==> src/otl_pkg.sv <==
// overtravel limit block: register map, fields, codes, timing
// assumes a 40 MHz aclk and 32-bit AXI4-Lite register access
package otl_pkg;
  // register byte offsets
  localparam logic [7:0] OTL_LIMIT_CFG = 8'h00;
  localparam logic [7:0] OTL_STOP_CFG = 8'h04;
  localparam logic [7:0] OTL_ESTOP = 8'h08;
  localparam logic [7:0] OTL_WARN_CFG = 8'h0c;
  localparam logic [7:0] OTL_CTRL = 8'h10;
  localparam logic [7:0] OTL_STATUS = 8'h14;
  // reset values and the ignore setting
  localparam logic [3:0] OTL_FWD_USE = 4'h2;
  localparam logic [3:0] OTL_REV_USE = 4'h3;
  localparam logic [3:0] OTL_IGNORE = 4'h8;
  localparam logic [7:0] OTL_STOP_RST = 8'h00;
  localparam logic [9:0] OTL_ESTOP_RST = 10'h320;
  localparam logic [15:0] OTL_WARN_RST = 16'h0000;
  // stop and warning setting digit codes, warning status code
  localparam logic [3:0] OTL_DIG_DB = 4'h0;
  localparam logic [3:0] OTL_DIG_COAST = 4'h2;
  localparam logic [3:0] OTL_DIG_ZCLAMP = 4'h1;
  localparam logic [3:0] OTL_DIG_DCOAST = 4'h2;
  localparam logic [3:0] OTL_WARN_ON = 4'h1;
  localparam logic [11:0] OTL_WARN_CODE = 12'h9a0;
  // status and control bit positions
  localparam int OTL_ST_FWD = 0;
  localparam int OTL_ST_REV = 1;
  localparam int OTL_ST_WARN = 2;
  localparam int OTL_ST_ERR = 3;
  localparam int OTL_ST_CODE = 16;
  localparam int OTL_CTRL_RESTART = 0;
  // axi responses
  localparam logic [1:0] OTL_OKAY = 2'h0;
  localparam logic [1:0] OTL_SLVERR = 2'h2;
  // timing
  localparam longint OTL_CLK_HZ = 40000000;
  localparam longint OTL_HOLD_MS = 1000;
  localparam longint OTL_HOLD_CYC = OTL_CLK_HZ * OTL_HOLD_MS / 1000;
  // stop sequencer, gray along idle -> stopping -> stopped
  typedef enum logic [1:0] {
    OTL_IDLE = 2'b00,
    OTL_STOPPING = 2'b01,
    OTL_STOPPED = 2'b11
  } otl_state_t;
endpackage : otl_pkg

==> src/otl_overtravel.sv <==
// overtravel limit control with an AXI4-Lite register slave
// assumes limit, mode and motion inputs are synchronous to aclk
//
// What this block does
// RL1 - forward limit input off blocks forward motion and flags forward overtravel
// RL2 - reverse limit input off blocks reverse motion and flags reverse overtravel
// RL3 - motion away from a tripped limit stays allowed during overtravel
// RL4 - position error is held after an overtravel stop until host clears it
// RL5 - forward limit setting 2 uses the input, 8 ignores it; restart applies
// RL6 - reverse limit setting 3 uses the input, 8 ignores it; restart applies
// RL7 - a limit tripping while running applies the restart-latched stop method
// RL8 - stop codes: brake, brake then coast, coast, decel+clamp, decel+coast
// RL9 - force control never decelerates; brake or coast, then coasting
// RL10 - zero clamp holds position against a zero position reference
// RL11 - emergency stop force 0 to 800 percent, default 800, applies at once; register takes any 10-bit value up to 1023
// RL12 - applied stop force is clamped to the motor maximum force
// RL13 - enabled warning raised when a limit trips with power on, even briefly
// RL14 - warning setting digit four: 0 disables, 1 enables, applies at once
// RL15 - with a reference active, warn only for a limit in its direction
// RL16 - with no reference active, warn for either limit
// RL17 - no warning while motor power is off
// RL18 - power turning on over a tripped limit raises no warning
// RL19 - warning held one second after overtravel ends, then cleared
// RL20 - warning is informational and does not change stopping or commands
// RL21 - forward, reverse and warning flags readable by host and software
//
// Chosen here: the placing of the registers and the AXI4-Lite register port.
`timescale 1ns/10ps
module otl_overtravel import otl_pkg::*; #(
  parameter int HOLD_CYC = int'(OTL_HOLD_CYC)
) (
  input wire logic aclk,
  input wire logic aresetn,
  input wire logic [7:0] s_axi_awaddr,
  input wire logic s_axi_awvalid,
  output logic s_axi_awready,
  input wire logic [31:0] s_axi_wdata,
  input wire logic [3:0] s_axi_wstrb,
  input wire logic s_axi_wvalid,
  output logic s_axi_wready,
  output logic [1:0] s_axi_bresp,
  output logic s_axi_bvalid,
  input wire logic s_axi_bready,
  input wire logic [7:0] s_axi_araddr,
  input wire logic s_axi_arvalid,
  output logic s_axi_arready,
  output logic [31:0] s_axi_rdata,
  output logic [1:0] s_axi_rresp,
  output logic s_axi_rvalid,
  input wire logic s_axi_rready,
  input wire logic fwd_limit_in,
  input wire logic rev_limit_in,
  input wire logic error_clear_in,
  input wire logic motor_power_in,
  input wire logic pos_mode_in,
  input wire logic force_mode_in,
  input wire logic ref_active_in,
  input wire logic ref_fwd_in,
  input wire logic motor_moving_in,
  input wire logic motor_stopped_in,
  input wire logic [9:0] max_force_in,
  output logic fwd_allow_out,
  output logic rev_allow_out,
  output logic fwd_ot_out,
  output logic rev_ot_out,
  output logic dynamic_brake_out,
  output logic coast_out,
  output logic decel_out,
  output logic zero_clamp_out,
  output logic [9:0] stop_force_out,
  output logic hold_error_out,
  output logic warning_out
);

  typedef struct packed {
    logic aw_rdy;
    logic w_rdy;
    logic aw_got;
    logic w_got;
    logic [7:0] waddr;
    logic [31:0] wdata;
    logic [3:0] wstrb;
    logic bvalid;
    logic [1:0] bresp;
    logic ar_rdy;
    logic rvalid;
    logic [31:0] rdata;
    logic [1:0] rresp;
    logic [3:0] fwd_cfg;
    logic [3:0] rev_cfg;
    logic [7:0] stop_cfg;
    logic [3:0] fwd_act;
    logic [3:0] rev_act;
    logic [7:0] stop_act;
    logic [9:0] estop;
    logic [15:0] warn_cfg;
    logic fwd_ot;
    logic rev_ot;
    logic pwr_prev;
    otl_state_t st;
    logic err_hold;
    logic warn;
    logic [25:0] warn_cnt;
    logic fwd_allow;
    logic rev_allow;
    logic db;
    logic coast;
    logic decel;
    logic zclamp;
    logic [9:0] stop_force;
  } otl_reg_t;

  localparam otl_reg_t RST = '{
    aw_rdy: 1'b1, w_rdy: 1'b1, ar_rdy: 1'b1,
    fwd_cfg: OTL_FWD_USE, rev_cfg: OTL_REV_USE,
    fwd_act: OTL_FWD_USE, rev_act: OTL_REV_USE,
    stop_cfg: OTL_STOP_RST, stop_act: OTL_STOP_RST,
    estop: OTL_ESTOP_RST, warn_cfg: OTL_WARN_RST,
    fwd_allow: 1'b1, rev_allow: 1'b1,
    st: OTL_IDLE, default: '0
  };

  otl_reg_t s_q;
  otl_reg_t s_d;

  // byte-lane merge of a write into a stored word
  function automatic logic [31:0] merge(input logic [31:0] old,
                                        input logic [31:0] nw,
                                        input logic [3:0] be);
    logic [31:0] r;
    r = old;
    for (int i = 0; i < 4; i++) begin
      if (be[i]) begin
        r[i*8 +: 8] = nw[i*8 +: 8];
      end
    end
    return r;
  endfunction : merge

  logic fwd_ot_now;
  logic rev_ot_now;
  logic fwd_rise;
  logic rev_rise;
  logic warn_ev;
  logic restart;
  logic do_wr;
  logic [31:0] cur;
  logic [9:0] clamp_force;
  logic [3:0] dig0;
  logic [3:0] dig1;
  logic stop_decel;

  // effective overtravel: an ignored input never trips
  assign fwd_ot_now = (s_q.fwd_act != OTL_IGNORE) && !fwd_limit_in; // RL1 RL5
  assign rev_ot_now = (s_q.rev_act != OTL_IGNORE) && !rev_limit_in; // RL2 RL6
  assign fwd_rise = fwd_ot_now && !s_q.fwd_ot;
  assign rev_rise = rev_ot_now && !s_q.rev_ot;
  assign dig0 = s_q.stop_act[3:0];
  assign dig1 = s_q.stop_act[7:4];
  // force control cannot decelerate, so it falls back on the low digit
  assign stop_decel = (dig1 != 4'h0) && !force_mode_in; // RL8 RL9
  assign clamp_force = (s_q.estop > max_force_in) ? max_force_in : s_q.estop; // RL12

  // warning only on a fresh trip with power already on the cycle before,
  // so power-up over a tripped limit stays silent
  always_comb begin
    warn_ev = 1'b0;
    if (motor_power_in && s_q.pwr_prev && // RL17 RL18
        s_q.warn_cfg[15:12] == OTL_WARN_ON) begin // RL14
      if (ref_active_in) begin
        warn_ev = ref_fwd_in ? fwd_rise : rev_rise; // RL15
      end else begin
        warn_ev = fwd_rise || rev_rise; // RL16
      end
    end
  end

  assign do_wr = s_q.aw_got && s_q.w_got && !s_q.bvalid;
  assign restart = do_wr && s_q.waddr == OTL_CTRL &&
                   s_q.wstrb[0] && s_q.wdata[OTL_CTRL_RESTART];

  // current word at the latched write address, for byte merging
  always_comb begin
    unique case (s_q.waddr)
      OTL_LIMIT_CFG: cur = {24'h0, s_q.rev_cfg, s_q.fwd_cfg};
      OTL_STOP_CFG: cur = {24'h0, s_q.stop_cfg};
      OTL_ESTOP: cur = {22'h0, s_q.estop};
      OTL_WARN_CFG: cur = {16'h0, s_q.warn_cfg};
      default: cur = 32'h0;
    endcase
  end

  // whole next-state computation
  always_comb begin
    logic [31:0] m;
    m = merge(cur, s_q.wdata, s_q.wstrb);
    s_d = s_q;
    // write address and data taken independently, answered when both held
    if (s_axi_awvalid && s_q.aw_rdy) begin
      s_d.aw_rdy = 1'b0;
      s_d.aw_got = 1'b1;
      s_d.waddr = s_axi_awaddr;
    end
    if (s_axi_wvalid && s_q.w_rdy) begin
      s_d.w_rdy = 1'b0;
      s_d.w_got = 1'b1;
      s_d.wdata = s_axi_wdata;
      s_d.wstrb = s_axi_wstrb;
    end
    if (do_wr) begin
      s_d.bvalid = 1'b1;
      s_d.bresp = OTL_OKAY;
      unique case (s_q.waddr)
        OTL_LIMIT_CFG: begin
          s_d.fwd_cfg = m[3:0];
          s_d.rev_cfg = m[7:4];
        end
        OTL_STOP_CFG: s_d.stop_cfg = m[7:0];
        OTL_ESTOP: s_d.estop = m[9:0]; // RL11
        OTL_WARN_CFG: s_d.warn_cfg = m[15:0]; // RL14
        OTL_CTRL: ;
        default: s_d.bresp = OTL_SLVERR;
      endcase
    end
    if (s_q.bvalid && s_axi_bready) begin
      s_d.bvalid = 1'b0;
      s_d.aw_got = 1'b0;
      s_d.w_got = 1'b0;
      s_d.aw_rdy = 1'b1;
      s_d.w_rdy = 1'b1;
    end
    // limit and stop settings only bite on a restart
    if (restart) begin
      s_d.fwd_act = s_q.fwd_cfg; // RL5
      s_d.rev_act = s_q.rev_cfg; // RL6
      s_d.stop_act = s_q.stop_cfg; // RL7
    end
    // read channel, one word per address
    if (s_axi_arvalid && s_q.ar_rdy) begin
      s_d.ar_rdy = 1'b0;
      s_d.rvalid = 1'b1;
      s_d.rresp = OTL_OKAY;
      s_d.rdata = 32'h0;
      unique case (s_axi_araddr)
        OTL_LIMIT_CFG: s_d.rdata = {24'h0, s_q.rev_cfg, s_q.fwd_cfg};
        OTL_STOP_CFG: s_d.rdata = {24'h0, s_q.stop_cfg};
        OTL_ESTOP: s_d.rdata = {22'h0, s_q.estop};
        OTL_WARN_CFG: s_d.rdata = {16'h0, s_q.warn_cfg};
        OTL_CTRL: ;
        OTL_STATUS: begin
          s_d.rdata[OTL_ST_FWD] = s_q.fwd_ot; // RL21
          s_d.rdata[OTL_ST_REV] = s_q.rev_ot; // RL21
          s_d.rdata[OTL_ST_WARN] = s_q.warn; // RL21
          s_d.rdata[OTL_ST_ERR] = s_q.err_hold;
          if (s_q.warn) begin
            s_d.rdata[OTL_ST_CODE +: 12] = OTL_WARN_CODE;
          end
        end
        default: s_d.rresp = OTL_SLVERR;
      endcase
    end
    if (s_q.rvalid && s_axi_rready) begin
      s_d.rvalid = 1'b0;
      s_d.ar_rdy = 1'b1;
    end
    // limit flags and direction gating
    s_d.fwd_ot = fwd_ot_now; // RL1
    s_d.rev_ot = rev_ot_now; // RL2
    s_d.fwd_allow = !fwd_ot_now; // RL1 RL3
    s_d.rev_allow = !rev_ot_now; // RL2 RL3
    s_d.pwr_prev = motor_power_in;
    // stop sequencer; the warning path never feeds it
    unique case (s_q.st)
      OTL_IDLE: begin
        if ((fwd_rise || rev_rise) && motor_moving_in) begin // RL7
          s_d.st = OTL_STOPPING;
        end
      end
      OTL_STOPPING: begin
        if (motor_stopped_in) begin
          s_d.st = OTL_STOPPED;
        end
      end
      OTL_STOPPED: begin
        // leaves once both limits are clear; moves away from a tripped limit stay allowed
        if (!fwd_ot_now && !rev_ot_now) begin
          s_d.st = OTL_IDLE;
        end
      end
      default: s_d.st = OTL_IDLE;
    endcase
    // held error latch: a new stop wins over a clear in the same cycle
    if (s_d.st == OTL_STOPPING && s_q.st == OTL_IDLE && pos_mode_in) begin
      s_d.err_hold = 1'b1; // RL4
    end else if (error_clear_in) begin
      s_d.err_hold = 1'b0; // RL4
    end
    // stop actions decoded from the next state
    s_d.db = 1'b0;
    s_d.coast = 1'b0;
    s_d.decel = 1'b0;
    s_d.zclamp = 1'b0;
    s_d.stop_force = 10'h0;
    if (s_d.st == OTL_STOPPING) begin
      if (stop_decel) begin
        s_d.decel = 1'b1; // RL8
        s_d.stop_force = clamp_force; // RL11 RL12
      end else if (dig0 == OTL_DIG_COAST) begin
        s_d.coast = 1'b1; // RL8 RL9
      end else begin
        s_d.db = 1'b1; // RL8 RL9
      end
    end else if (s_d.st == OTL_STOPPED) begin
      if (force_mode_in) begin
        s_d.coast = 1'b1; // RL9
      end else if (dig1 == OTL_DIG_ZCLAMP) begin
        s_d.zclamp = 1'b1; // RL10
      end else if (dig1 == OTL_DIG_DCOAST || dig0 != OTL_DIG_DB) begin
        s_d.coast = 1'b1; // RL8
      end else begin
        s_d.db = 1'b1; // RL8
      end
    end
    // warning: set wins, reloads while overtravel lasts, then counts out
    if (warn_ev) begin
      s_d.warn = 1'b1; // RL13
      s_d.warn_cnt = 26'(HOLD_CYC - 1);
    end else if (s_q.warn) begin
      if (fwd_ot_now || rev_ot_now) begin
        s_d.warn_cnt = 26'(HOLD_CYC - 1); // RL19
      end else if (s_q.warn_cnt == 26'h0) begin
        s_d.warn = 1'b0; // RL19
      end else begin
        s_d.warn_cnt = s_q.warn_cnt - 26'h1; // RL19
      end
    end
  end

  // single state register
  always_ff @(posedge aclk) begin
    if (!aresetn) begin
      s_q <= RST;
    end else begin
      s_q <= s_d;
    end
  end

  assign s_axi_awready = s_q.aw_rdy;
  assign s_axi_wready = s_q.w_rdy;
  assign s_axi_bvalid = s_q.bvalid;
  assign s_axi_bresp = s_q.bresp;
  assign s_axi_arready = s_q.ar_rdy;
  assign s_axi_rvalid = s_q.rvalid;
  assign s_axi_rdata = s_q.rdata;
  assign s_axi_rresp = s_q.rresp;
  assign fwd_allow_out = s_q.fwd_allow;
  assign rev_allow_out = s_q.rev_allow;
  assign fwd_ot_out = s_q.fwd_ot;
  assign rev_ot_out = s_q.rev_ot;
  assign dynamic_brake_out = s_q.db;
  assign coast_out = s_q.coast;
  assign decel_out = s_q.decel;
  assign zero_clamp_out = s_q.zclamp;
  assign stop_force_out = s_q.stop_force;
  assign hold_error_out = s_q.err_hold;
  // warning drives no stop or gating logic
  assign warning_out = s_q.warn; // RL20

  // checks on the block's own outputs and latched settings
  property p_fwd_ot;
    @(posedge aclk) disable iff (!aresetn)
      (!fwd_limit_in && s_q.fwd_act != OTL_IGNORE) |=> fwd_ot_out && !fwd_allow_out;
  endproperty
  a_fwd_ot: assert property (p_fwd_ot) else $error("forward limit not gated"); // RL1

  property p_rev_ot;
    @(posedge aclk) disable iff (!aresetn)
      (!rev_limit_in && s_q.rev_act != OTL_IGNORE) |=> rev_ot_out && !rev_allow_out;
  endproperty
  a_rev_ot: assert property (p_rev_ot) else $error("reverse limit not gated"); // RL2

  property p_opposite;
    @(posedge aclk) disable iff (!aresetn)
      (!fwd_limit_in && s_q.fwd_act != OTL_IGNORE && rev_limit_in) |=> rev_allow_out;
  endproperty
  a_opposite: assert property (p_opposite) else $error("opposite motion blocked"); // RL3

  property p_err_kept;
    @(posedge aclk) disable iff (!aresetn)
      hold_error_out && !error_clear_in |=> hold_error_out;
  endproperty
  a_err_kept: assert property (p_err_kept) else $error("held error lost"); // RL4

  property p_restart_only;
    @(posedge aclk) disable iff (!aresetn)
      !restart |=> $stable(s_q.fwd_act) && $stable(s_q.stop_act);
  endproperty
  a_restart_only: assert property (p_restart_only) else $error("cfg changed early"); // RL5

  property p_clamp;
    @(posedge aclk) disable iff (!aresetn)
      decel_out |-> stop_force_out <= $past(max_force_in);
  endproperty
  a_clamp: assert property (p_clamp) else $error("stop force over maximum"); // RL12

  property p_force_no_decel;
    @(posedge aclk) disable iff (!aresetn)
      force_mode_in |=> !decel_out && !zero_clamp_out;
  endproperty
  a_force_no_decel: assert property (p_force_no_decel) else $error("decel in force mode"); // RL9

  property p_no_warn_off;
    @(posedge aclk) disable iff (!aresetn)
      !motor_power_in && !warning_out |=> !warning_out;
  endproperty
  a_no_warn_off: assert property (p_no_warn_off) else $error("warning with power off"); // RL17

  property p_warn_held;
    @(posedge aclk) disable iff (!aresetn)
      warning_out && (fwd_ot_out || rev_ot_out) |=> warning_out [*2];
  endproperty
  a_warn_held: assert property (p_warn_held) else $error("warning dropped early"); // RL19

  c_fwd_trip: cover property (@(posedge aclk) disable iff (!aresetn) $rose(fwd_ot_out));
  c_decel: cover property (@(posedge aclk) disable iff (!aresetn) $rose(decel_out));
  c_zclamp: cover property (@(posedge aclk) disable iff (!aresetn) $rose(zero_clamp_out));
  c_warn_end: cover property (@(posedge aclk) disable iff (!aresetn) $fell(warning_out));

endmodule : otl_overtravel

==> config.mk <==
export PLATFORM = sky130hd
export DESIGN_NAME = otl_overtravel
export DESIGN_NICKNAME = d
export VERILOG_FILES = /design/src/otl_pkg.sv /design/src/otl_overtravel.sv
export SDC_FILE = /design/constraint.sdc
export NUM_CORES = 1
export LEC_CHECK = 0
export BUFFER_PORTS_ARGS = -buffer_cell sky130_fd_sc_hd__buf_2
export CORE_UTILIZATION = 51
export CTS_CLUSTER_DIAMETER = 100
export DETAILED_ROUTE_END_ITERATION = 7
export MAX_ROUTING_LAYER = met4
export PLACE_DENSITY = 0.77
export SYNTH_ARGS = -nofsm -noshare
export SYNTH_HDL_FRONTEND = slang
export SYNTH_SLANG_ARGS = --single-unit
==> constraint.sdc <==
create_clock -name aclk -period 2.36 [get_ports aclk]
set_clock_uncertainty 0.15 [all_clocks]
set_input_delay 0 -clock aclk [delete_from_list [all_inputs] [get_ports aclk]]
set_output_delay 0 -clock aclk [all_outputs]
set_load 0.02 [all_outputs]
After elaboration in Yosys (flattened, before gate mapping)
Cells that the tools add are included.

Logic and storage cells: 155. Register bits after elaboration: 172. Output and inout bits: 61.

Reduce and logical (&&, ||, !) cells: 55. Equal/unequal tests: 22. Multiplexer cells: 37. Order comparisons: 1. Add/subtract/negate cells: 1. Bitwise logic cells: 2.

Operators with widths (count): 27-bit two-way mux (2); 26-bit two-way mux (2); 12-bit case mux with 4 select lines (1); 16-bit case mux with 3 select lines (1); 8-bit by 4-bit == test with 1-bit output (second input constant) (4); 26-bit zero test (1); 26-bit by 1-bit subtractor with 26-bit output (second input constant) (1); 8-bit by 5-bit == test with 1-bit output (second input constant) (3); 12-bit two-way mux (2); 1-bit logical AND (21); 4-bit case mux with 5 select lines (1); 2-bit two-way mux (9); 8-bit by 3-bit == test with 1-bit output (second input constant) (2); 8-bit zero test (2); 8-bit two-way mux (2); 1-bit two-way mux (15); 2-bit AND reduction (7); 10-bit greater-than comparator (1); 10-bit two-way mux (1); 4-bit by 1-bit == test with 1-bit output (second input constant) (2); 4-bit by 2-bit == test with 1-bit output (second input constant) (2); 1-bit zero test (8); 4-bit inequality test (second input constant) (2); 4-bit nonzero test (2); other kinds (14) (24).

Depth between registers and ports, before layout
Gate-level depths: netlist (run 1).

Depth in word-level cells: 11. Gate-level depth with buffers: 8. Mapped depth without buffers: 7.

Worst setup path before layout (run 1)
No wires, ideal clock.

Path type: register -> register. Start: reg s_q[183] (netlist name). End: reg s_q[83] (netlist name). Required time: 2.081 ns. Slack: 0.132 ns. Stages on the path, launching flop included: 7. Arrival time: 1.949 ns. Buffers on the path: 2. Path through: dfxtp_1 or4_1 buf_6 nor4_4 buf_6 mux2i_1 nand2_1.

Cells in the longest elaborated chain, start to end: 4.

RTL lines: start, declared (RTL line otl_overtravel.sv:123) `otl_reg_t s_q;`; start signal, assigned (RTL line otl_overtravel.sv:342) `s_q <= RST;`; start signal, assigned (RTL line otl_overtravel.sv:344) `s_q <= s_d;`; 8-bit by 5-bit == test with 1-bit output (RTL line otl_overtravel.sv:179) `assign restart = do_wr && s_q.waddr == OTL_CTRL &&`; 1-bit logical AND (2 in series) (RTL line otl_overtravel.sv:179); 1-bit logical AND (RTL line otl_overtravel.sv:180) `s_q.wstrb[0] && s_q.wdata[OTL_CTRL_RESTART];`.

No other way between the ends. A chain may end at the register's enable or synchronous reset.

Final worst setup path (run 1)
Start: reg s_q[16] (netlist name). End: reg s_q[33] (netlist name).

Cells in the longest elaborated chain, start to end: 5. Elaborated cells on any way between the ends: 8. Classes of those cells: add/sub (1); eq/ne (1); mux (4); reduce/logical (2).

RTL lines: 26-bit by 1-bit subtractor with 26-bit output (RTL line otl_overtravel.sv:334) `s_d.warn_cnt = s_q.warn_cnt - 26'h1;`; 26-bit two-way mux (RTL line otl_overtravel.sv:331) `end else if (s_q.warn_cnt == 26'h0) begin`; 26-bit two-way mux (RTL line otl_overtravel.sv:329) `if (fwd_ot_now || rev_ot_now) begin`; 27-bit two-way mux (RTL line otl_overtravel.sv:328) `end else if (s_q.warn) begin`; 27-bit two-way mux (RTL line otl_overtravel.sv:325) `if (warn_ev) begin`.

Several ways; a longest one is shown, not always the timed one. The select of a mux whose other input is x is not followed.

==> results.py, run 1 <==
metrics = {
    "run_status": {
        "status": "complete, no violations",
    },
    "synthesis": {
        "async_flop_share_pct": 0,
        "synth_cell_types": 74,
        "synth.most_common_cell": "dfxtp_1",
        "synth_area_leader_cell": "dfxtp_1",
        "synth_area_per_cell_um2": 8.59,
        "syn_area_um2": 8020,
        "synth_top_cell_area_share_pct": 39.7,
        "synth.area.top_cells": "dfxtp_1 40%, a21oi_1 6.0%, mux2i_1 5.0%, nand2_1 4.9%, buf_4 4.5%",
        "synth_edf_count": 0,
        "ys_seq_area_share_pct": 39.7,
        "synth_common_cells": "159 x dfxtp_1, 105 x nand2_1, 96 x a21oi_1",
        "synthCells": 933,
        "ys_warn_count": 0,
        "synth_seq_cells": 159,
        "synthFlopType": "dfxtp_1",
    },
    "placement": {
        "placed_area_um2": 8670,
        "dp.final_hpwl_mm": 14.4,
        "io_buffers": 107,
        "pre_cts_slack_ns": 0.0953,
        "gp_congestion": 0.884,
    },
    "route": {
        "first_iter_violations": 612,
        "routed_wl_mm": 21.6,
        "ant_nets": 0,
        "topRoutingLayerUsed": "met4",
        "vias_per_cell": 5.85,
        "first_pass_iters": 5,
        "wire_per_inst_um": 16.6,
        "drcViolationCount": 0,
        "dr_wl_met2_mm": 10.3,
        "wirelength_met1_mm": 9.26,
        "via_count": 7605,
        "met3_wirelength_mm": 1.50,
    },
    "global_route": {
        "grt_max_degree": 65,
        "grt_pass1_vias": 7138,
        "track_usage_pct": 28.1,
        "gr-total-overflow": 0,
        "grt_antenna_before_repair": 0,
        "grt_pass1_wl_mm": 35.1,
    },
    "layout": {
        "fill_cells": 1198,
        "final_util_pct": 65.4,
        "seq_area_um2": 3180,
        "multiInputGateArea_um2": 4180,
        "drive_above_1_share_pct": 21.0,
        "fin_nets": 1166,
        "diodes": 0,
        "synthToLayoutAreaGrowth_pct": 24.5,
        "finish.instance_area_um2": 9980,
    },
    "worst_setup_path": {
        "regToRegStartpoint": "s_q[16]",
        "cp_num_buf_inv": 2,
        "crit_arrival_ns": 2.42,
        "endpoint_kind": "flip-flop",
        "slowest_stage": "or3b_2",
        "cp.required_ns": 2.52,
        "cp_slowest_stage_delay_ns": 0.51,
        "worstPathMaxFanout": 13,
        "cp-startpoint": "s_q[16]",
        "path_cells": "inv_1 -> ha_1 -> or3b_2 -> o41ai_4 -> buf_4 -> a22oi_1 -> o21a_1",
        "regToRegSetupSlack_ns": 0.10,
        "crit_path_end": "s_q[33]",
        "cp.depth": 7,
        "start_kind": "flip-flop",
        "r2r-end": "s_q[33]",
        "critPathTopFamily": "compound AO/OA/AOI/OAI gates",
        "reg2regPathDepth": 7,
        "worstSetupPathType": "reg -> reg",
    },
    "job": {
        "cap_violations": 0,
    },
    "pwr": {
        "internal_power_mw": 4.77,
        "clkPwrFrac_pct": 45.6,
        "p_comb_share_pct": 10.3,
        "pwr-share-seq_pct": 44.1,
        "ir_drop_v": 0.000668,
        "power.leakage_nw": 4.09,
        "power_density_nw_per_um2": 635,
        "p_sw_share_pct": 24.6,
        "power_switching_mw": 1.56,
    },
    "die": {
        "io_pins": 140,
        "die_w_um": 127,
        "fp-row-count": 45,
        "start_util_pct": 52.5,
        "core_area_um2": 15300,
        "die_h_um": 127,
        "dieArea_um2": 16200,
    },
    "clock_tree": {
        "cts.sinks": 159,
        "clockRootBuffer": "clkbuf_16",
        "clkTransAtPathRegs_ns": 0.06,
        "cts_tree": "yes",
        "cts_buffer_depth": 2,
        "numCtsBuffers": 17,
        "insertion_delay_ns": 0.43,
        "htree_levels": 4,
        "cts_setup_buffers": 0,
    },
    "sta": {
        "finalCritPeriodShare_pct": 95.7,
        "hold_viol_final": 0,
        "worstMarginPinSlew_ns": 0.631,
        "fin_crit_ns": 2.26,
        "slew_headroom_pct": 57.9,
        "setup_slack_ns": 0.101,
        "finalSetupViolations": 0,
        "fin_tns_setup_ns": 0,
        "whs_ns": 0.0314,
        "rsz0062_at_grt": "false",
        "fmax_mhz": 443,
        "slew_violations": 0,
    },
    "min_path": {
        "worstHoldStart": "s_axi_araddr[6]",
        "hold_path.class": "in -> reg",
    },
}
-- timing repair --
| item | in CTS | in global routing |
|---|---|---|
| hold buffers | 63 | 0 |
| setup endpoints to repair | 0 | 15 |
| resized for setup | 0 | 8 |
| endpoints found under the hold margin | 69 | 0 |
-- worst register-to-register path, stage by stage (launching register included) --
cell and delay, ns:
dfxtp_1 0.32, inv_1 0.11, ha_1 0.17, or3b_2 0.51, o41ai_4 0.30, buf_4 0.27, a22oi_1 0.12, o21a_1 0.19
-- power groups by stage --
stage                     logic (mW)  clock network (mW)  registers (mW)
after global routing           0.706                3.06            2.80
final                          0.650                2.89            2.79
after floorplan                0.392                   0            2.85
after detailed placement       0.550                   0            2.85
after global placement         0.542                   0            2.85
after CTS                      0.633                2.92            2.79
-- cells in the final DEF, fill, tap and decap left out, types with 8 or more instances in the layout --
master         synthesis  routed
a21oi_1               96      96
nor3_1                31      30
dlygate4sd3_1          0      63
o21a_1                 8       8
or3_1                 13      13
o2111ai_1             23      23
buf_4                 48      44
o21ai_0               35      35
inv_1                 30      29
and2_1                13      13
o21ai_1                9       9
ha_1                  12      11
a31oi_1               18      18
nand2_1              105     105
nor2_1                44      44
conb_1                 1      14
buf_2                  7     107
nand3_1               36      35
clkbuf_16              0      17
mux2i_1               40      40
nand2b_1               8       8
dfxtp_1              159     159
-- sequential cells by signal (all words and copies together), names as in the netlist, 4 cells and up --
register        flops
dig1                4
stop_force_out     10
s_axi_rdata        17
s_q               107
dig0                4
-- how the worst min path moves through the flow --
stage | endpoint | slack [ns] | cells after the start
3_5_place_dp | s_axi_wready | 0.07 | 2
2_1_floorplan | s_axi_wready | -0.05 | 1
5_1_grt | s_axi_rdata[5] | 0.06 | 6
3_3_place_gp | s_axi_wready | 0.06 | 2
6_report | s_axi_rdata[24] | 0.03 | 6
4_1_cts | s_axi_rdata[6] | 0.01 | 6
-- routing by layer --
metal	global-route usage (%)	vias up
met5	-	-
met1	34.8	3606
met3	5.19	50
met2	45.6	316
li1	-	3633
met4	10.4	0
-- cell families after synthesis --
group / count (synthesis) / share of synthesized area (%)
DFF: 159 / 39.7
and+or+nand+nor: 310 / 20.7
other: 1 / 0.0468
muxes: 47 / 6.54
adders and majority gates: 12 / 1.87
AOI/OAI and AO/OA: 262 / 21.6
xor gates and xnor gates: 2 / 0.219
buffers and inverters: 140 / 9.38
-- metrics by stage --
stage / instances / power [mW]
floorplan: 946 / 3.24
global placement: 1204 / 3.39
detailed placement: 1204 / 3.40
CTS: 1299 / 6.35
global route: 1299 / 6.56
finish: 1299 / 6.33
-- area by class of cell --
cell class              instances  share of cell area (%)
multi-input cells             647                    41.9
repair buffers                220                    16.1
well taps                     211                    2.65
inverters                      30                    1.13
clock inverters                11                    1.56
flip-flops and latches        159                    31.9
clock buffers                  21                    4.72
(Power assumes the default switching activity.)
==> run 2: changes to the inputs <==
--- a/config.mk
+++ b/config.mk
@@ -6,6 +6,7 @@
 export NUM_CORES = 1
 export LEC_CHECK = 0
 export BUFFER_PORTS_ARGS = -buffer_cell sky130_fd_sc_hd__buf_2
+export CORE_ASPECT_RATIO = 0.8
 export CORE_UTILIZATION = 51
 export CTS_CLUSTER_DIAMETER = 100
 export DETAILED_ROUTE_END_ITERATION = 7
==> run 2 against run 1 <==
Fmax shrank 0.19%; combinational power shrank 0.6%; die area is essentially flat; routed wire length shrank 1.2%; power shrank 0.23%; utilization grew 0.59 points; worst setup slack lost 0.0044 ns; sequential cell count is the same; largest cell class unchanged; clock power is essentially flat; sequential power is essentially flat; critical endpoint is now s_q[24].
==> results.py, run 2 (synthesis results as in run 1) <==
metrics = {
    "sta": {
        "fin_tns_setup_ns": 0,
        "slew_violations": 0,
        "finalCritPeriodShare_pct": 95.9,
        "worstMarginPinSlew_ns": 0.776,
        "whs_ns": 0.0273,
        "setup_slack_ns": 0.0964,
        "finalSetupViolations": 0,
        "hold_viol_final": 0,
        "fmax_mhz": 442,
        "slew_headroom_pct": 48.2,
        "fin_crit_ns": 2.26,
        "rsz0062_at_grt": "false",
    },
    "layout": {
        "multiInputGateArea_um2": 4190,
        "diodes": 0,
        "fill_cells": 1194,
        "final_common_cell": "dfxtp_1",
        "fin_nets": 1168,
        "largest_register_ffs": 107,
        "synthToLayoutAreaGrowth_pct": 24.8,
        "regMostFlops": "s_q",
        "final_cell_mix": "159 x dfxtp_1, 107 x buf_2, 105 x nand2_1",
        "final_cells": 1299,
        "seq_area_um2": 3180,
        "drive_above_1_share_pct": 20.6,
    },
    "die": {
        "die_h_um": 114,
        "fp-row-count": 40,
        "start_util_pct": 52.9,
        "core_area_um2": 15200,
        "dieArea_um2": 16200,
        "io_pins": 140,
        "die_w_um": 142,
    },
    "placement": {
        "post-place-cells": 1195,
        "io_buffers": 107,
        "pre_cts_slack_ns": 0.0791,
        "dp.final_hpwl_mm": 14.0,
        "gp_congestion": 0.902,
    },
    "clock_tree": {
        "htree_levels": 4,
        "clkTransAtPathRegs_ns": 0.06,
        "cts_buffer_depth": 2,
        "cts_tree": "yes",
        "insertion_delay_ns": 0.43,
        "clockRootBuffer": "clkbuf_16",
        "cts.sinks": 159,
        "numCtsBuffers": 17,
    },
    "worst_setup_path": {
        "worstPathMaxFanout": 5,
        "cp.required_ns": 2.58,
        "crit_arrival_ns": 2.48,
        "worstSetupPathType": "reg -> reg",
        "start_kind": "flip-flop",
        "endpoint_kind": "flip-flop",
    },
    "pwr": {
        "p_total_mw": 6.32,
        "power.leakage_nw": 4.11,
        "power_density_nw_per_um2": 631,
        "ir_drop_v": 0.000509,
    },
    "global_route": {
        "grt_pass1_wl_mm": 34.8,
        "grt_antenna_before_repair": 0,
        "track_usage_pct": 28.0,
        "gr-total-overflow": 0,
        "grt_max_degree": 61,
        "grt_pass1_vias": 6968,
    },
    "route": {
        "via_count": 7536,
        "ant_nets": 0,
        "first_pass_iters": 8,
        "drcViolationCount": 0,
        "first_iter_violations": 754,
        "wire_per_inst_um": 16.4,
        "vias_per_cell": 5.80,
        "routed_wl_mm": 21.3,
    },
    "min_path": {
        "hold_path.class": "in -> reg",
    },
    "run_status": {
        "status": "complete, no violations",
    },
    "job": {
        "cap_violations": 0,
    },
}
[run 2: cell count changes in the layout (fill, tap and decap cells not counted), sizes merged]
cell,previous run,this run
clkinvlp,4,0
buf,157,153
clkinv,2,6
dlygate4sd3,63,69
clkbuf,21,20
[run 2: timing repair]
item,in CTS,in global routing
hold endpoints to repair,72,0
hold buffers,69,0
setup buffers,0,4
resized for setup,0,9
setup endpoints to repair,0,35
[run 2: layer usage]
layer  part of all wire (%)  GRT usage, %
met1                     43          35.7
met2                     48          43.5
met3                    6.6          5.69
met4                    2.6          11.5
met5                      0             -
[run 2: area by class of cell]
class                      instances  area share, %
inverter                          30           1.13
tap                              210           2.63
multi-input combinational        647           41.8
clock inverter                    11           1.56
timing repair buffer             222           16.5
sequential                       159           31.8
clock buffer                      20           4.57
[run 2: path summary, 6_finish.rpt]
check | end | depth (start not counted) | slack [ns] | start
worst min register to register | s_axi_rdata[14] | 2 | 0.30 | s_axi_rdata[14]
worst min-delay path | s_axi_rdata[24] | 6 | 0.03 | s_axi_araddr[5]
worst max-delay path | s_q[24] | 7 | 0.1 | s_q[17]
worst max register to register | s_q[24] | 7 | 0.1 | s_q[17]
[run 2: power breakdown]
part | total [mW] | internal (mW) | switching (mW)
clock network | 2.87 | 1.73 | 1.14
logic | 0.646 | 0.270 | 0.377
registers | 2.80 | 2.74 | 0.0562
[run 2: per-stage QoR]
step / utilization, % / area (um^2)
after floorplan: - / 8060
after global placement: 56.9 / 8620
after detailed placement: 56.9 / 8620
after CTS: 65.5 / 9930
after global routing: 66.0 / 10000
final: 66.0 / 10000
[run 2: critical path, stage by stage, from the launching register on]
cell and delay (ns):
dfxtp_1 0.33, inv_1 0.13, ha_4 0.18, or3b_2 0.48
or3_1 0.35, nor3_1 0.23, a2bb2oi_1 0.21, o211a_1 0.15
